## src/verilog/nac_map.svh

```systemverilog
// Offsets, field positions, codes and timing figures of the association control block.
// Summary of operation
// - End device associates only when role is zero and end-device flag bit 2 set.
// - End-device flag bits allow new network number, new channel, poll on pin wake.
// - End-device flags reset to zero, meaning association off, peer-to-peer.
// - Scan each masked channel: beacon request broadcast, listen fixed time, move on.
// - Flags 0x04: reject beacons differing in network number or channel.
// - Flags 0x05: any network number accepted, channel must match.
// - Flags 0x06: any channel accepted, network number must match.
// - Flags 0x07: accept beacons whatever network number and channel.
// - Among passing beacons pick the one with highest link quality.
// - Indicator steady until joined or formed, then blinks 2 Hz end device, 1 Hz coordinator.
// - Changed association settings while associated cause leaving and rejoining.
// - After joining, destination address takes the joined coordinator's address.
// - Each association sets short source address to 0xfffe.
// - End device ignores coordinator changes; forced disassociation makes it leave and rejoin.
// - Role one forms a network; joins allowed only with coordinator flag bit 2.
// - Coordinator active scan keeps network number unless a beacon matches, then picks new.
// - Without active scan the coordinator forms on its network number regardless of others.
// - Energy scan picks the quietest masked channel, else the fixed channel is used.
// - Both scans: active first, energy skips occupied channels unless all are occupied.
// - Writes to role, network number, coordinator flags or source address re-form the network.
// - Status messages: 0x00 reset, 0x02 associated, 0x03 left or failed, 0x06 formed.
// - Indication codes: 0x00 ok, 0x03, 0x04, 0x05, 0x06, 0x0c, 0x13, 0xff.
`ifndef NAC_MAP_SVH
`define NAC_MAP_SVH

`define NAC_REG_ROLE     4'h0
`define NAC_REG_ED_FLAGS 4'h1
`define NAC_REG_CO_FLAGS 4'h2
`define NAC_REG_SURVEY   4'h3
`define NAC_REG_LANE     4'h4
`define NAC_REG_NET      4'h5
`define NAC_REG_SRC      4'h6
`define NAC_REG_DEST_HI  4'h7
`define NAC_REG_DEST_LO  4'h8
`define NAC_REG_AI       4'h9
`define NAC_REG_DISASSOC 4'ha
`define NAC_REG_STATUS   4'hb

`define NAC_ED_NET_BIT   0
`define NAC_ED_LANE_BIT  1
`define NAC_ED_AUTO_BIT  2
`define NAC_ED_POLL_BIT  3
`define NAC_CO_ASCAN_BIT 0
`define NAC_CO_ESCAN_BIT 1
`define NAC_CO_ALLOW_BIT 2

`define NAC_FLAGS_RST    4'h0
`define NAC_ROLE_CO      1'b1
`define NAC_SRC_LONG     16'hfffe
`define NAC_SRC_RST      16'h0000
`define NAC_NET_RST      16'h3332
`define NAC_NET_BCAST    16'hffff

`define NAC_ST_HW_RESET  8'h00
`define NAC_ST_WDOG      8'h01
`define NAC_ST_ASSOC     8'h02
`define NAC_ST_LEFT      8'h03
`define NAC_ST_FORMED    8'h06
`define NAC_ST_HIGH_VIN  8'h0d

`define NAC_AI_OK        8'h00
`define NAC_AI_NO_ACCEPT 8'h03
`define NAC_AI_BEACONED  8'h04
`define NAC_AI_NET_DIFF  8'h05
`define NAC_AI_LANE_DIFF 8'h06
`define NAC_AI_NO_RESP   8'h0c
`define NAC_AI_LEAVING   8'h13
`define NAC_AI_UNKNOWN   8'hff

`define NAC_CLK_KHZ      25000
`define NAC_LISTEN_US    100
`define NAC_BLINK_ED_MS  250
`define NAC_BLINK_CO_MS  500

`endif

```

## src/verilog/nac_core_end.sv

```systemverilog
// Spare design file: all association logic lives in the core module.

```

## src/verilog/nac_pkg.sv

```systemverilog
// Types shared by the association control block.
package nac_pkg;
	typedef enum logic [3:0] {
		NAC_BOOT,
		NAC_IDLE,
		NAC_SEEK,
		NAC_TX,
		NAC_LISTEN,
		NAC_EREQ,
		NAC_EWAIT,
		NAC_DECIDE,
		NAC_RUN
	} nac_state_t;
endpackage

```

## src/verilog/nac_core.sv

```systemverilog
// Association control: scans, beacon selection, network forming and status reporting.
//
// The placing of the registers and the plain strobed port were decided locally.
`include "nac_map.svh"

module nac_core
	import nac_pkg::*;
#(
	parameter int NLANE     = 16,
	parameter int LISTEN    = (`NAC_LISTEN_US * `NAC_CLK_KHZ) / 1000,
	parameter int BLINK_ED  = `NAC_BLINK_ED_MS * `NAC_CLK_KHZ,
	parameter int BLINK_CO  = `NAC_BLINK_CO_MS * `NAC_CLK_KHZ,
	parameter int LW        = $clog2(NLANE)
) (
	// Clock and reset
	input  wire logic              mclk,
	input  wire logic              rst,
	// Register port
	input  wire logic [3:0]        reg_addr,
	input  wire logic [15:0]       reg_wdata,
	input  wire logic              reg_wr,
	input  wire logic              reg_rd,
	output logic      [15:0]       reg_rdata,
	// Radio scan side
	output logic                   beacon_req,
	output logic                   energy_req,
	output logic      [LW-1:0]     scan_lane,
	input  wire logic              beacon_valid,
	input  wire logic [15:0]       beacon_net,
	input  wire logic [15:0]       beacon_addr_hi,
	input  wire logic [15:0]       beacon_addr_lo,
	input  wire logic [7:0]        beacon_lqi,
	input  wire logic              beacon_permit,
	input  wire logic              beacon_enabled,
	input  wire logic              energy_valid,
	input  wire logic [7:0]        energy_level,
	// Operating settings for the radio
	output logic      [LW-1:0]     op_lane,
	output logic      [15:0]       op_net,
	output logic      [15:0]       op_src,
	output logic                   join_permit,
	output logic                   joined,
	// Sleep side
	input  wire logic              pin_wake,
	output logic                   poll_req,
	// Status
	output logic                   stat_valid,
	output logic      [7:0]        stat_code,
	output logic                   assoc_led
);

	typedef struct packed {
		nac_state_t          state;
		logic                role;
		logic [3:0]          ed_flags;
		logic [2:0]          co_flags;
		logic [NLANE-1:0]    mask;
		logic [LW-1:0]       lane;
		logic [15:0]         net;
		logic [15:0]         src;
		logic [15:0]         dest_hi;
		logic [15:0]         dest_lo;
		logic [7:0]          ai;
		logic [7:0]          last_stat;
		logic [15:0]         rdata;
		logic                escan;
		logic [LW:0]         idx;
		logic [23:0]         cnt;
		logic [23:0]         blink;
		logic                found;
		logic [7:0]          best_q;
		logic [15:0]         best_net;
		logic [LW-1:0]       best_lane;
		logic [15:0]         best_hi;
		logic [15:0]         best_lo;
		logic                clash;
		logic [NLANE-1:0]    busy;
		logic [7:0]          reason;
		logic                joined;
		logic                permit;
		logic                led;
		logic                tx_req;
		logic                ed_req;
		logic [LW-1:0]       scan_lane;
		logic                poll;
		logic                stat_valid;
		logic [7:0]          stat_code;
	} nac_regs_t;

	nac_regs_t r;
	nac_regs_t next_r;
	logic             restart;
	logic             leave;
	logic [NLANE-1:0] active_mask;
	logic [NLANE-1:0] free_mask;
	logic             is_ed;
	logic             net_ok;
	logic             lane_ok;
	logic [LW-1:0]    cur_lane;
	logic [23:0]      blink_top;

	assign is_ed     = (r.role != `NAC_ROLE_CO) && r.ed_flags[`NAC_ED_AUTO_BIT];
	assign cur_lane  = r.idx[LW-1:0];
	assign free_mask = r.mask & ~r.busy;
	assign blink_top = (r.role == `NAC_ROLE_CO) ? 24'(BLINK_CO) : 24'(BLINK_ED);
	assign net_ok  = (beacon_net == r.net) || r.ed_flags[`NAC_ED_NET_BIT];
	assign lane_ok = (cur_lane == r.lane) || r.ed_flags[`NAC_ED_LANE_BIT];

	always_comb begin
		// In the energy scan, occupied lanes are skipped unless that would leave none to measure.
		if (r.escan) begin
			active_mask = (free_mask == '0) ? r.mask : free_mask;
		end else begin
			active_mask = r.mask;
		end
	end

	always_comb begin
		next_r            = r;
		next_r.rdata      = '0;
		next_r.tx_req     = 1'b0;
		next_r.ed_req     = 1'b0;
		next_r.poll       = 1'b0;
		next_r.stat_valid = 1'b0;
		restart           = 1'b0;
		leave             = 1'b0;

		////////////////////////////////////////////////////////////////////////////
		// Register writes. Settings writes other than an end device's source address
		// restart association so the new values take effect; destination writes never disturb a running network.
		if (reg_wr) begin
			case (reg_addr)
				`NAC_REG_ROLE: begin
					next_r.role = reg_wdata[0];
					restart     = 1'b1;
				end
				`NAC_REG_ED_FLAGS: begin
					next_r.ed_flags = reg_wdata[3:0];
					restart         = 1'b1;
				end
				`NAC_REG_CO_FLAGS: begin
					next_r.co_flags = reg_wdata[2:0];
					restart         = 1'b1;
				end
				`NAC_REG_SURVEY: begin
					next_r.mask = reg_wdata[NLANE-1:0];
					restart     = 1'b1;
				end
				`NAC_REG_LANE: begin
					next_r.lane = reg_wdata[LW-1:0];
					restart     = 1'b1;
				end
				`NAC_REG_NET: begin
					next_r.net = reg_wdata;
					restart    = 1'b1;
				end
				`NAC_REG_SRC: begin
					next_r.src = reg_wdata;
					restart    = (r.role == `NAC_ROLE_CO);
				end
				`NAC_REG_DEST_HI: begin
					next_r.dest_hi = reg_wdata;
				end
				`NAC_REG_DEST_LO: begin
					next_r.dest_lo = reg_wdata;
				end
				`NAC_REG_DISASSOC: begin
					restart = 1'b1;
				end
				default: begin
				end
			endcase
		end

		if (reg_rd) begin
			case (reg_addr)
				`NAC_REG_ROLE:     next_r.rdata = {15'h0000, r.role};
				`NAC_REG_ED_FLAGS: next_r.rdata = {12'h000, r.ed_flags};
				`NAC_REG_CO_FLAGS: next_r.rdata = {13'h0000, r.co_flags};
				`NAC_REG_SURVEY:   next_r.rdata = 16'(r.mask);
				`NAC_REG_LANE:     next_r.rdata = 16'(r.lane);
				`NAC_REG_NET:      next_r.rdata = r.net;
				`NAC_REG_SRC:      next_r.rdata = r.src;
				`NAC_REG_DEST_HI:  next_r.rdata = r.dest_hi;
				`NAC_REG_DEST_LO:  next_r.rdata = r.dest_lo;
				`NAC_REG_AI:       next_r.rdata = {8'h00, r.ai};
				`NAC_REG_STATUS:   next_r.rdata = {8'h00, r.last_stat};
				default:           next_r.rdata = '0;
			endcase
		end

		////////////////////////////////////////////////////////////////////////////
		// Indicator: solid until joined or formed, then a square wave.
		if (!r.joined) begin
			next_r.led   = 1'b1;
			next_r.blink = '0;
		end else if (r.blink >= blink_top - 24'h000001) begin
			next_r.led   = ~r.led;
			next_r.blink = '0;
		end else begin
			next_r.blink = r.blink + 24'h000001;
		end

		////////////////////////////////////////////////////////////////////////////
		case (r.state)
			NAC_BOOT: begin
				next_r.stat_valid = 1'b1;
				next_r.stat_code  = `NAC_ST_HW_RESET;
				next_r.last_stat  = `NAC_ST_HW_RESET;
				next_r.state      = NAC_IDLE;
			end
			NAC_IDLE: begin
				next_r.idx     = '0;
				next_r.found   = 1'b0;
				next_r.best_q  = '0;
				next_r.clash   = 1'b0;
				next_r.busy    = '0;
				next_r.escan   = 1'b0;
				next_r.reason  = `NAC_AI_NO_RESP;
				next_r.joined  = 1'b0;
				next_r.permit  = 1'b0;
				if (r.role != `NAC_ROLE_CO) begin
					if (is_ed) begin
						next_r.ai    = `NAC_AI_UNKNOWN;
						next_r.src   = `NAC_SRC_LONG;
						next_r.state = NAC_SEEK;
					end else begin
						next_r.ai    = `NAC_AI_OK;
						next_r.state = NAC_RUN;
					end
				end else begin
					next_r.ai = `NAC_AI_UNKNOWN;
					if (r.co_flags[`NAC_CO_ASCAN_BIT]) begin
						next_r.state = NAC_SEEK;
					end else begin
						next_r.escan = 1'b1;
						next_r.state = r.co_flags[`NAC_CO_ESCAN_BIT] ? NAC_SEEK
							: NAC_DECIDE;
					end
				end
			end
			NAC_SEEK: begin
				if (r.idx == (LW+1)'(NLANE)) begin
					next_r.state = NAC_DECIDE;
				end else if (active_mask[cur_lane]) begin
					next_r.scan_lane = cur_lane;
					next_r.state     = r.escan ? NAC_EREQ : NAC_TX;
				end else begin
					next_r.idx = r.idx + (LW+1)'(1);
				end
			end
			NAC_TX: begin
				next_r.tx_req = 1'b1;
				next_r.cnt    = 24'(LISTEN);
				next_r.state  = NAC_LISTEN;
			end
			NAC_LISTEN: begin
				if (beacon_valid) begin
					next_r.busy[cur_lane] = 1'b1;
					if (beacon_net == r.net) begin
						next_r.clash = 1'b1;
					end
					if (beacon_enabled) begin
						next_r.reason = `NAC_AI_BEACONED;
					end else if (!net_ok) begin
						next_r.reason = `NAC_AI_NET_DIFF;
					end else if (!lane_ok) begin
						next_r.reason = `NAC_AI_LANE_DIFF;
					end else if (!beacon_permit) begin
						next_r.reason = `NAC_AI_NO_ACCEPT;
					end else if (!r.found || beacon_lqi > r.best_q) begin
						next_r.found     = 1'b1;
						next_r.best_q    = beacon_lqi;
						next_r.best_net  = beacon_net;
						next_r.best_lane = cur_lane;
						next_r.best_hi   = beacon_addr_hi;
						next_r.best_lo   = beacon_addr_lo;
					end
				end
				if (r.cnt <= 24'h000001) begin
					next_r.idx   = r.idx + (LW+1)'(1);
					next_r.state = NAC_SEEK;
				end else begin
					next_r.cnt = r.cnt - 24'h000001;
				end
			end
			NAC_EREQ: begin
				next_r.ed_req = 1'b1;
				next_r.state  = NAC_EWAIT;
			end
			NAC_EWAIT: begin
				if (energy_valid) begin
					if (!r.found || energy_level < r.best_q) begin
						next_r.found     = 1'b1;
						next_r.best_q    = energy_level;
						next_r.best_lane = cur_lane;
					end
					next_r.idx   = r.idx + (LW+1)'(1);
					next_r.state = NAC_SEEK;
				end
			end
			NAC_DECIDE: begin
				if (r.role != `NAC_ROLE_CO) begin
					if (r.found) begin
						next_r.net       = r.best_net;
						next_r.lane      = r.best_lane;
						next_r.dest_hi   = r.best_hi;
						next_r.dest_lo   = r.best_lo;
						next_r.src       = `NAC_SRC_LONG;
						next_r.joined    = 1'b1;
						next_r.ai        = `NAC_AI_OK;
						next_r.stat_code = `NAC_ST_ASSOC;
						next_r.last_stat = `NAC_ST_ASSOC;
						next_r.state     = NAC_RUN;
					end else begin
						next_r.ai        = r.reason;
						next_r.stat_code = `NAC_ST_LEFT;
						next_r.last_stat = `NAC_ST_LEFT;
						next_r.state     = NAC_IDLE;
					end
					next_r.stat_valid = 1'b1;
				end else if (!r.escan) begin
					// Active scan done: move off a number already in use.
					if (r.clash) begin
						next_r.net = (r.net + 16'h0001 == `NAC_NET_BCAST) ? 16'h0000
							: r.net + 16'h0001;
					end
					next_r.escan  = 1'b1;
					next_r.found  = 1'b0;
					next_r.idx    = '0;
					next_r.state  = r.co_flags[`NAC_CO_ESCAN_BIT] ? NAC_SEEK
						: NAC_DECIDE;
				end else if (r.co_flags[`NAC_CO_ESCAN_BIT] && !r.found) begin
					next_r.stat_valid = 1'b1;
					next_r.stat_code  = `NAC_ST_LEFT;
					next_r.last_stat  = `NAC_ST_LEFT;
					next_r.state      = NAC_RUN;
				end else begin
					if (r.co_flags[`NAC_CO_ESCAN_BIT]) begin
						next_r.lane = r.best_lane;
					end
					next_r.joined     = 1'b1;
					next_r.permit     = r.co_flags[`NAC_CO_ALLOW_BIT];
					next_r.ai         = `NAC_AI_OK;
					next_r.stat_valid = 1'b1;
					next_r.stat_code  = `NAC_ST_FORMED;
					next_r.last_stat  = `NAC_ST_FORMED;
					next_r.state      = NAC_RUN;
				end
			end
			NAC_RUN: begin
				if (r.joined && r.role != `NAC_ROLE_CO && pin_wake
					&& r.ed_flags[`NAC_ED_POLL_BIT]) begin
					next_r.poll = 1'b1;
				end
			end
			default: begin
				next_r.state = NAC_IDLE;
			end
		endcase

		////////////////////////////////////////////////////////////////////////////
		// A settings change wins over the scan in progress. An associated end
		// device reports its leaving before it scans again.
		if (restart && r.state != NAC_BOOT) begin
			leave           = r.joined && r.role != `NAC_ROLE_CO;
			next_r.state    = NAC_IDLE;
			next_r.joined   = 1'b0;
			next_r.permit   = 1'b0;
			if (leave) begin
				next_r.ai         = `NAC_AI_LEAVING;
				next_r.stat_valid = 1'b1;
				next_r.stat_code  = `NAC_ST_LEFT;
				next_r.last_stat  = `NAC_ST_LEFT;
			end
		end
	end

	always_ff @(posedge mclk or posedge rst) begin
		if (rst) begin
			r          <= '0;
			r.state    <= NAC_BOOT;
			r.ed_flags <= `NAC_FLAGS_RST;
			r.co_flags <= 3'(`NAC_FLAGS_RST);
			r.mask     <= '1;
			r.net      <= `NAC_NET_RST;
			r.src      <= `NAC_SRC_RST;
			r.ai       <= `NAC_AI_UNKNOWN;
			r.led      <= 1'b1;
		end else begin
			r <= next_r;
		end
	end

	assign reg_rdata   = r.rdata;
	assign beacon_req  = r.tx_req;
	assign energy_req  = r.ed_req;
	assign scan_lane   = r.scan_lane;
	assign op_lane     = r.lane;
	assign op_net      = r.net;
	assign op_src      = r.src;
	assign join_permit = r.permit;
	assign joined      = r.joined;
	assign poll_req    = r.poll;
	assign stat_valid  = r.stat_valid;
	assign stat_code   = r.stat_code;
	assign assoc_led   = r.led;

endmodule // nac_core

```

## config.mk

```make
export PLATFORM = sky130hd
export DESIGN_NAME = nac_core
export DESIGN_NICKNAME = d
export VERILOG_FILES = /design/src/verilog/nac_core_end.sv /design/src/verilog/nac_pkg.sv /design/src/verilog/nac_core.sv
export VERILOG_INCLUDE_DIRS = /design/src /design/src/verilog
export SDC_FILE = /design/constraint.sdc
export NUM_CORES = 1
export LEC_CHECK = 0
export BUFFER_PORTS_ARGS = -buffer_cell sky130_fd_sc_hd__buf_2
export CORE_MARGIN = 1.5
export CORE_UTILIZATION = 55
export CTS_CLUSTER_DIAMETER = 80
export CTS_CLUSTER_SIZE = 28
export DETAILED_ROUTE_END_ITERATION = 12
export PLACE_DENSITY = 0.75
export SYNTH_ARGS = -nofsm -noshare
export SYNTH_HDL_FRONTEND = slang
export SYNTH_SLANG_ARGS = --single-unit
```

## constraint.sdc

```tcl
create_clock -name mclk -period 13.2 [get_ports mclk]
set_clock_uncertainty 0.15 [all_clocks]
set_input_delay 2.64 -clock mclk [delete_from_list [all_inputs] [get_ports mclk]]
set_output_delay 2.64 -clock mclk [all_outputs]
set_load 0.05 [all_outputs]
```

* Word-level counts from Yosys, hierarchy flattened
Cells that the tools add are included.
** Word-level totals
- Register bits :: 287
- Bits of input ports :: 93
- Output and inout bits :: 71
- Word-level logic and storage cells :: 257
** Cells by class
- $add $sub $neg :: 5
- Order comparisons :: 6
- Equal/unequal tests :: 50
- Mux-type cells :: 111
- Bitwise operators :: 7
- Reduce and logical (&&, ||, !) cells :: 43
** Operators by type and width (count)
- 61-bit 2-to-1 mux :: 5
- 16-bit 2-to-1 mux :: 17
- 16-bit case mux with 11 select lines :: 1
- 68-bit 2-to-1 mux :: 2
- 24-bit 2-to-1 mux :: 4
- 86-bit 2-to-1 mux :: 1
- 4-bit 2-to-1 mux :: 16
- 8-bit 2-to-1 mux :: 7
- 9-bit 2-to-1 mux :: 6
- 25-bit case mux with 2 select lines :: 1
- 48-bit 2-to-1 mux :: 1
- 24-bit case mux with 2 select lines :: 1
- 24-bit by 1-bit subtractor with 24-bit output, second input constant :: 2
- 20-bit 2-to-1 mux :: 2
- 4-bit by 3-bit == test with 1-bit output, second input constant :: 8
- 32-bit 2-to-1 mux :: 1
- 2-bit != test, second input constant :: 16
- 16-bit case mux with 2 select lines :: 1
- 4-bit case mux with 8 select lines :: 1
- 8-bit case mux with 2 select lines :: 2
- 5-bit 2-to-1 mux :: 5
- 5-bit case mux with 5 select lines :: 1
- 24-bit by 1-bit adder with 24-bit output, second input constant :: 1
- 24-bit >= comparator :: 1
- other kinds (50) :: 119

* Logic depth before layout (Yosys ltp)
- Depth after elaboration :: 11
- Gate-level depth with buffers :: 13
- Depth with buffers taken out :: 11

* Worst setup path after synthesis
Ideal clock, no wire load.
- Path kind :: input to register
- Start point :: input beacon_net[9]
- End point :: register r[59] (netlist bit)
- Library setup time :: 0.125 ns
- Arrival :: 4.700 ns
- Data required time :: 12.925 ns
- Slack :: 8.225 ns
- Stages on the path :: 10
- Buffers on the path :: 2
- Cell sequence :: xnor2_1 -> nand4_1 -> nor4_1 -> nor2_1 -> nor3_1 -> nand4_1 -> nor2_1 -> buf_2 -> buf_4 -> mux2_2
** On the way
- Longest elaborated chain between the ends :: 3
** Ends and longest elaborated chain
- start, declared :: RTL line nac_core.sv:29 : input wire logic [15:0] beacon_net,
- 16-bit == test :: RTL line nac_core.sv:106 : assign net_ok = (beacon_net == r.net) || r.ed_flags[`NAC_ED_NET_BIT];
- 1-bit logical OR :: RTL line nac_core.sv:106
- 7-bit AND reduction (no line)
- end signal, assigned :: RTL line nac_core.sv:391 : r <= next_r;
- end, declared :: RTL line nac_core.sv:90 : nac_regs_t r;
Every way passes these cells.
A chain may end at the register's enable or synchronous reset.

* Worst setup path after layout
- Start point :: input beacon_net[0]
- End point :: register r[76] (netlist bit)
** On the way
- Longest elaborated chain between the ends :: 4
** Ends and longest elaborated chain (RTL line)
- 16-bit == test :: nac_core.sv:106
- 1-bit logical OR :: nac_core.sv:106
- 2-bit != test (no line)
- 9-bit AND reduction (no line)
Every way passes these cells.

==> results.yml <==
global_routing:
  grt_pass1_wl_mm: 65.9
  grt_pass1_vias: 11681
  grt_usage: 0.297
  grt_antenna_before_repair: 3
  grt.overflow.total: 0
  grt_start_max_net_pins: 164
clock_tree:
  cts_buffers: 16
  cts-htree-levels: 1
  path_clk_slew_ps: 100
  cts.sinks: 283
  cts_hold_buf: 0
  cts_buffer_depth: 3
  cts_setup_buffers: 0
  cts_root_buf: "clkbuf_16"
  cts_tree: "done"
  cts_resized: 0
  clk_latency_ps: 550
setup_path:
  crit_path_end_kind: "flop"
  cp.required_ps: 13460
  critPathMaxFanout: 58
  timing.rr.start: "op_net[7]"
  r2r_end: "r[76]"
  rrSetupSlack_ps: 8800
  r2r_cells: 10
  critical_path.startpoint_type: "input pin"
  crit_arrival_ps: 6200
  crit_type: "in -> reg"
floorplanning:
  coreArea_um2: 27000
  boundaryPins: 164
  num_rows: 60
  fp.dieArea_um2: 28500
  die_h_um: 169
  die_w_um: 169
  initial_core_util: 0.561
timing:
  period_needed_ps: 5940
  rsz0062_at_grt: "false"
  worst_pin_slew_ps: 1110
  fmaxAchievable_mhz: 168
  setup_tns_ps: 0
  min_period_over_period: 0.450
  drv_slew: 0
  setup_viol: 0
  max_slew_margin: 0.255
  hold_viol: 0
  hold_ws_ps: 329
power:
  p_sw_frac: 0.397
  switchingPower_mw: 0.996
  pwr-share-seq: 0.476
  p_leak_nw: 7.60
  internal-power_mw: 1.51
  p_comb_frac: 0.298
  p_per_area_nw_per_um2: 154
  ir_drop_uv: 91.0
  p_clk_frac: 0.226
run_status:
  status: "completed"
placement:
  io_buffers: 163
  place.gp.congestion: 0.974
  dp_hpwl_mm: 30.1
  dp_cells: 1878
run:
  maxCapViolCount: 0
synth:
  avgSynthCellArea_um2: 10.0
  synth_edf_count: 0
  synthArstFlopShare: 1.00
  yosys.area.top_type: "dfrtp_1"
  synth_warnings: 0
  synth_common_cells: "251 x dfrtp_1, 165 x nand2_1, 105 x nor2_1"
  syn_area_um2: 15100
  synthTopCellsByArea: "dfrtp_1 42%, mux2_2 6.2%, dfstp_2 5.6%"
  synth_nets: 1631
  synth.top_cell.area_share: 0.415
  synthCells: 1505
  yosysUniqueCellTypes: 71
  synth_flop_cell: "dfrtp_1"
  yosysSeqAreaShare: 0.471
  synth.most_common_cell: "dfrtp_1"
  synth_seq_cells: 283
hold_path:
  hold_start: "r[105]"
  worstHoldPathCells: 1
  whs_endpoint: "r[105]"
  hold_path.class: "reg -> reg"
routing:
  routedWlPerCell_um: 22.1
  via_per_inst: 6.34
  vias: 12109
  ant_nets: 0
  drc: 0
  drtIter0Drc: 1302
  wl_mm: 42.1
  detail_route.first_pass.iterations: 9
cells_and_area:
  final_core_util: 0.602
  area_growth_pct: 7.32
  layout-drive-gt1-share: 0.213
  nets: 1681
  final_cell_count_no_fill: 1909
how the worst max path moves through the flow:
stage / to / slack (ps) / cells past startpoint / start
2_1_floorplan: beacon_req / 2660 / 1 / rst
3_3_place_gp: r[77] / 6830 / 11 / beacon_net[15]
4_1_cts: r[76] / 7340 / 11 / beacon_net[15]
3_5_place_dp: r[76] / 6800 / 11 / beacon_net[0]
5_1_grt: r[76] / 6970 / 11 / beacon_net[0]
6_report: r[76] / 7260 / 11 / beacon_net[0]
layout make-up:
class,instances,area [um^2]
multi-input combinational,1042,7070
timing repair buffer,176,926
inverter,36,143
antenna,3,7.51
fill,2294,10700
clock inverter,8,111
sequential,283,7120
tap,341,427
clock buffer,20,415
state kept, by name (all words and copies together) (netlist names), 4 cells and up:
| register | flops |
|---|---|
| scan_lane | 4 |
| r | 208 |
| op_net | 16 |
| reg_rdata | 16 |
| cur_lane | 4 |
| stat_code | 8 |
| op_lane | 4 |
| op_src | 16 |
worst max-delay path, cell delays in order:
cell	delay [ps]
buf_2	130
xnor2_1	260
nand4_1	120
nor4_1	600
nor2_1	170
nor3_1	290
nand4_1	330
nor2_4	150
buf_4	600
o2bb2ai_1	480
mux2_2	400
power by group through the flow:
stage                     sequential [mW]  combinational [mW]  clock [mW]
final                                1.19               0.747       0.567
after global routing                 1.20               0.812       0.601
after CTS                            1.18               0.741       0.572
after detailed placement             1.20               0.737           0
after global placement               1.19               0.722           0
after floorplan                      1.13               0.619           0
metrics by stage:
step	setup WS [ps]	power [mW]	instance area, um^2
finish	7260	2.51	16200
global placement	6830	1.92	15700
CTS	7340	2.50	16200
global route	6970	2.62	16200
floorplan	2660	1.75	15100
detailed placement	6800	1.94	15700
layer usage:
metal	vias to the layer above	track usage	part of all wire
met5	-	0	0.00038
li1	5416	-	-
met1	5950	0.415	0.42
met4	2	0.114	0.039
met2	635	0.458	0.45
met3	106	0.0601	0.086
placed cells by master (no fill, tap or decap), drive strengths merged, types with 5 or more instances in the layout:
| cell | Yosys | routed |
|---|---|---|
| a21oi | 69 | 69 |
| a221oi | 17 | 17 |
| a222oi | 15 | 15 |
| a22o | 22 | 22 |
| a22oi | 26 | 26 |
| a31oi | 13 | 13 |
| and2 | 17 | 17 |
| and3 | 27 | 27 |
| buf | 81 | 176 |
| clkbuf | 63 | 20 |
| dfrtp | 251 | 251 |
| dfstp | 32 | 32 |
| ha | 33 | 33 |
| inv | 34 | 40 |
| mux2 | 83 | 83 |
| mux2i | 56 | 56 |
| nand2 | 165 | 165 |
| nand2b | 19 | 19 |
| nand3 | 38 | 38 |
| nand4 | 22 | 22 |
| nor2 | 105 | 105 |
| nor2b | 13 | 13 |
| nor3 | 23 | 23 |
| nor4 | 7 | 7 |
| o21ai | 84 | 84 |
| o22ai | 12 | 12 |
| o2bb2ai | 10 | 10 |
| o31ai | 13 | 13 |
| or2 | 5 | 5 |
| or3 | 5 | 5 |
| xnor2 | 52 | 52 |
| xor2 | 24 | 24 |
cells by family after synthesis:
| logic type | synth area share |
|---|---|
| buffers and inverters | 0.0624 |
| adders and majority gates | 0.0273 |
| and+or+nand+nor | 0.148 |
| AOI/OAI and AO/OA | 0.143 |
| muxes | 0.103 |
| DFF | 0.471 |
| xor gates and xnor gates | 0.0440 |
Power figures use the tool's default switching activity.
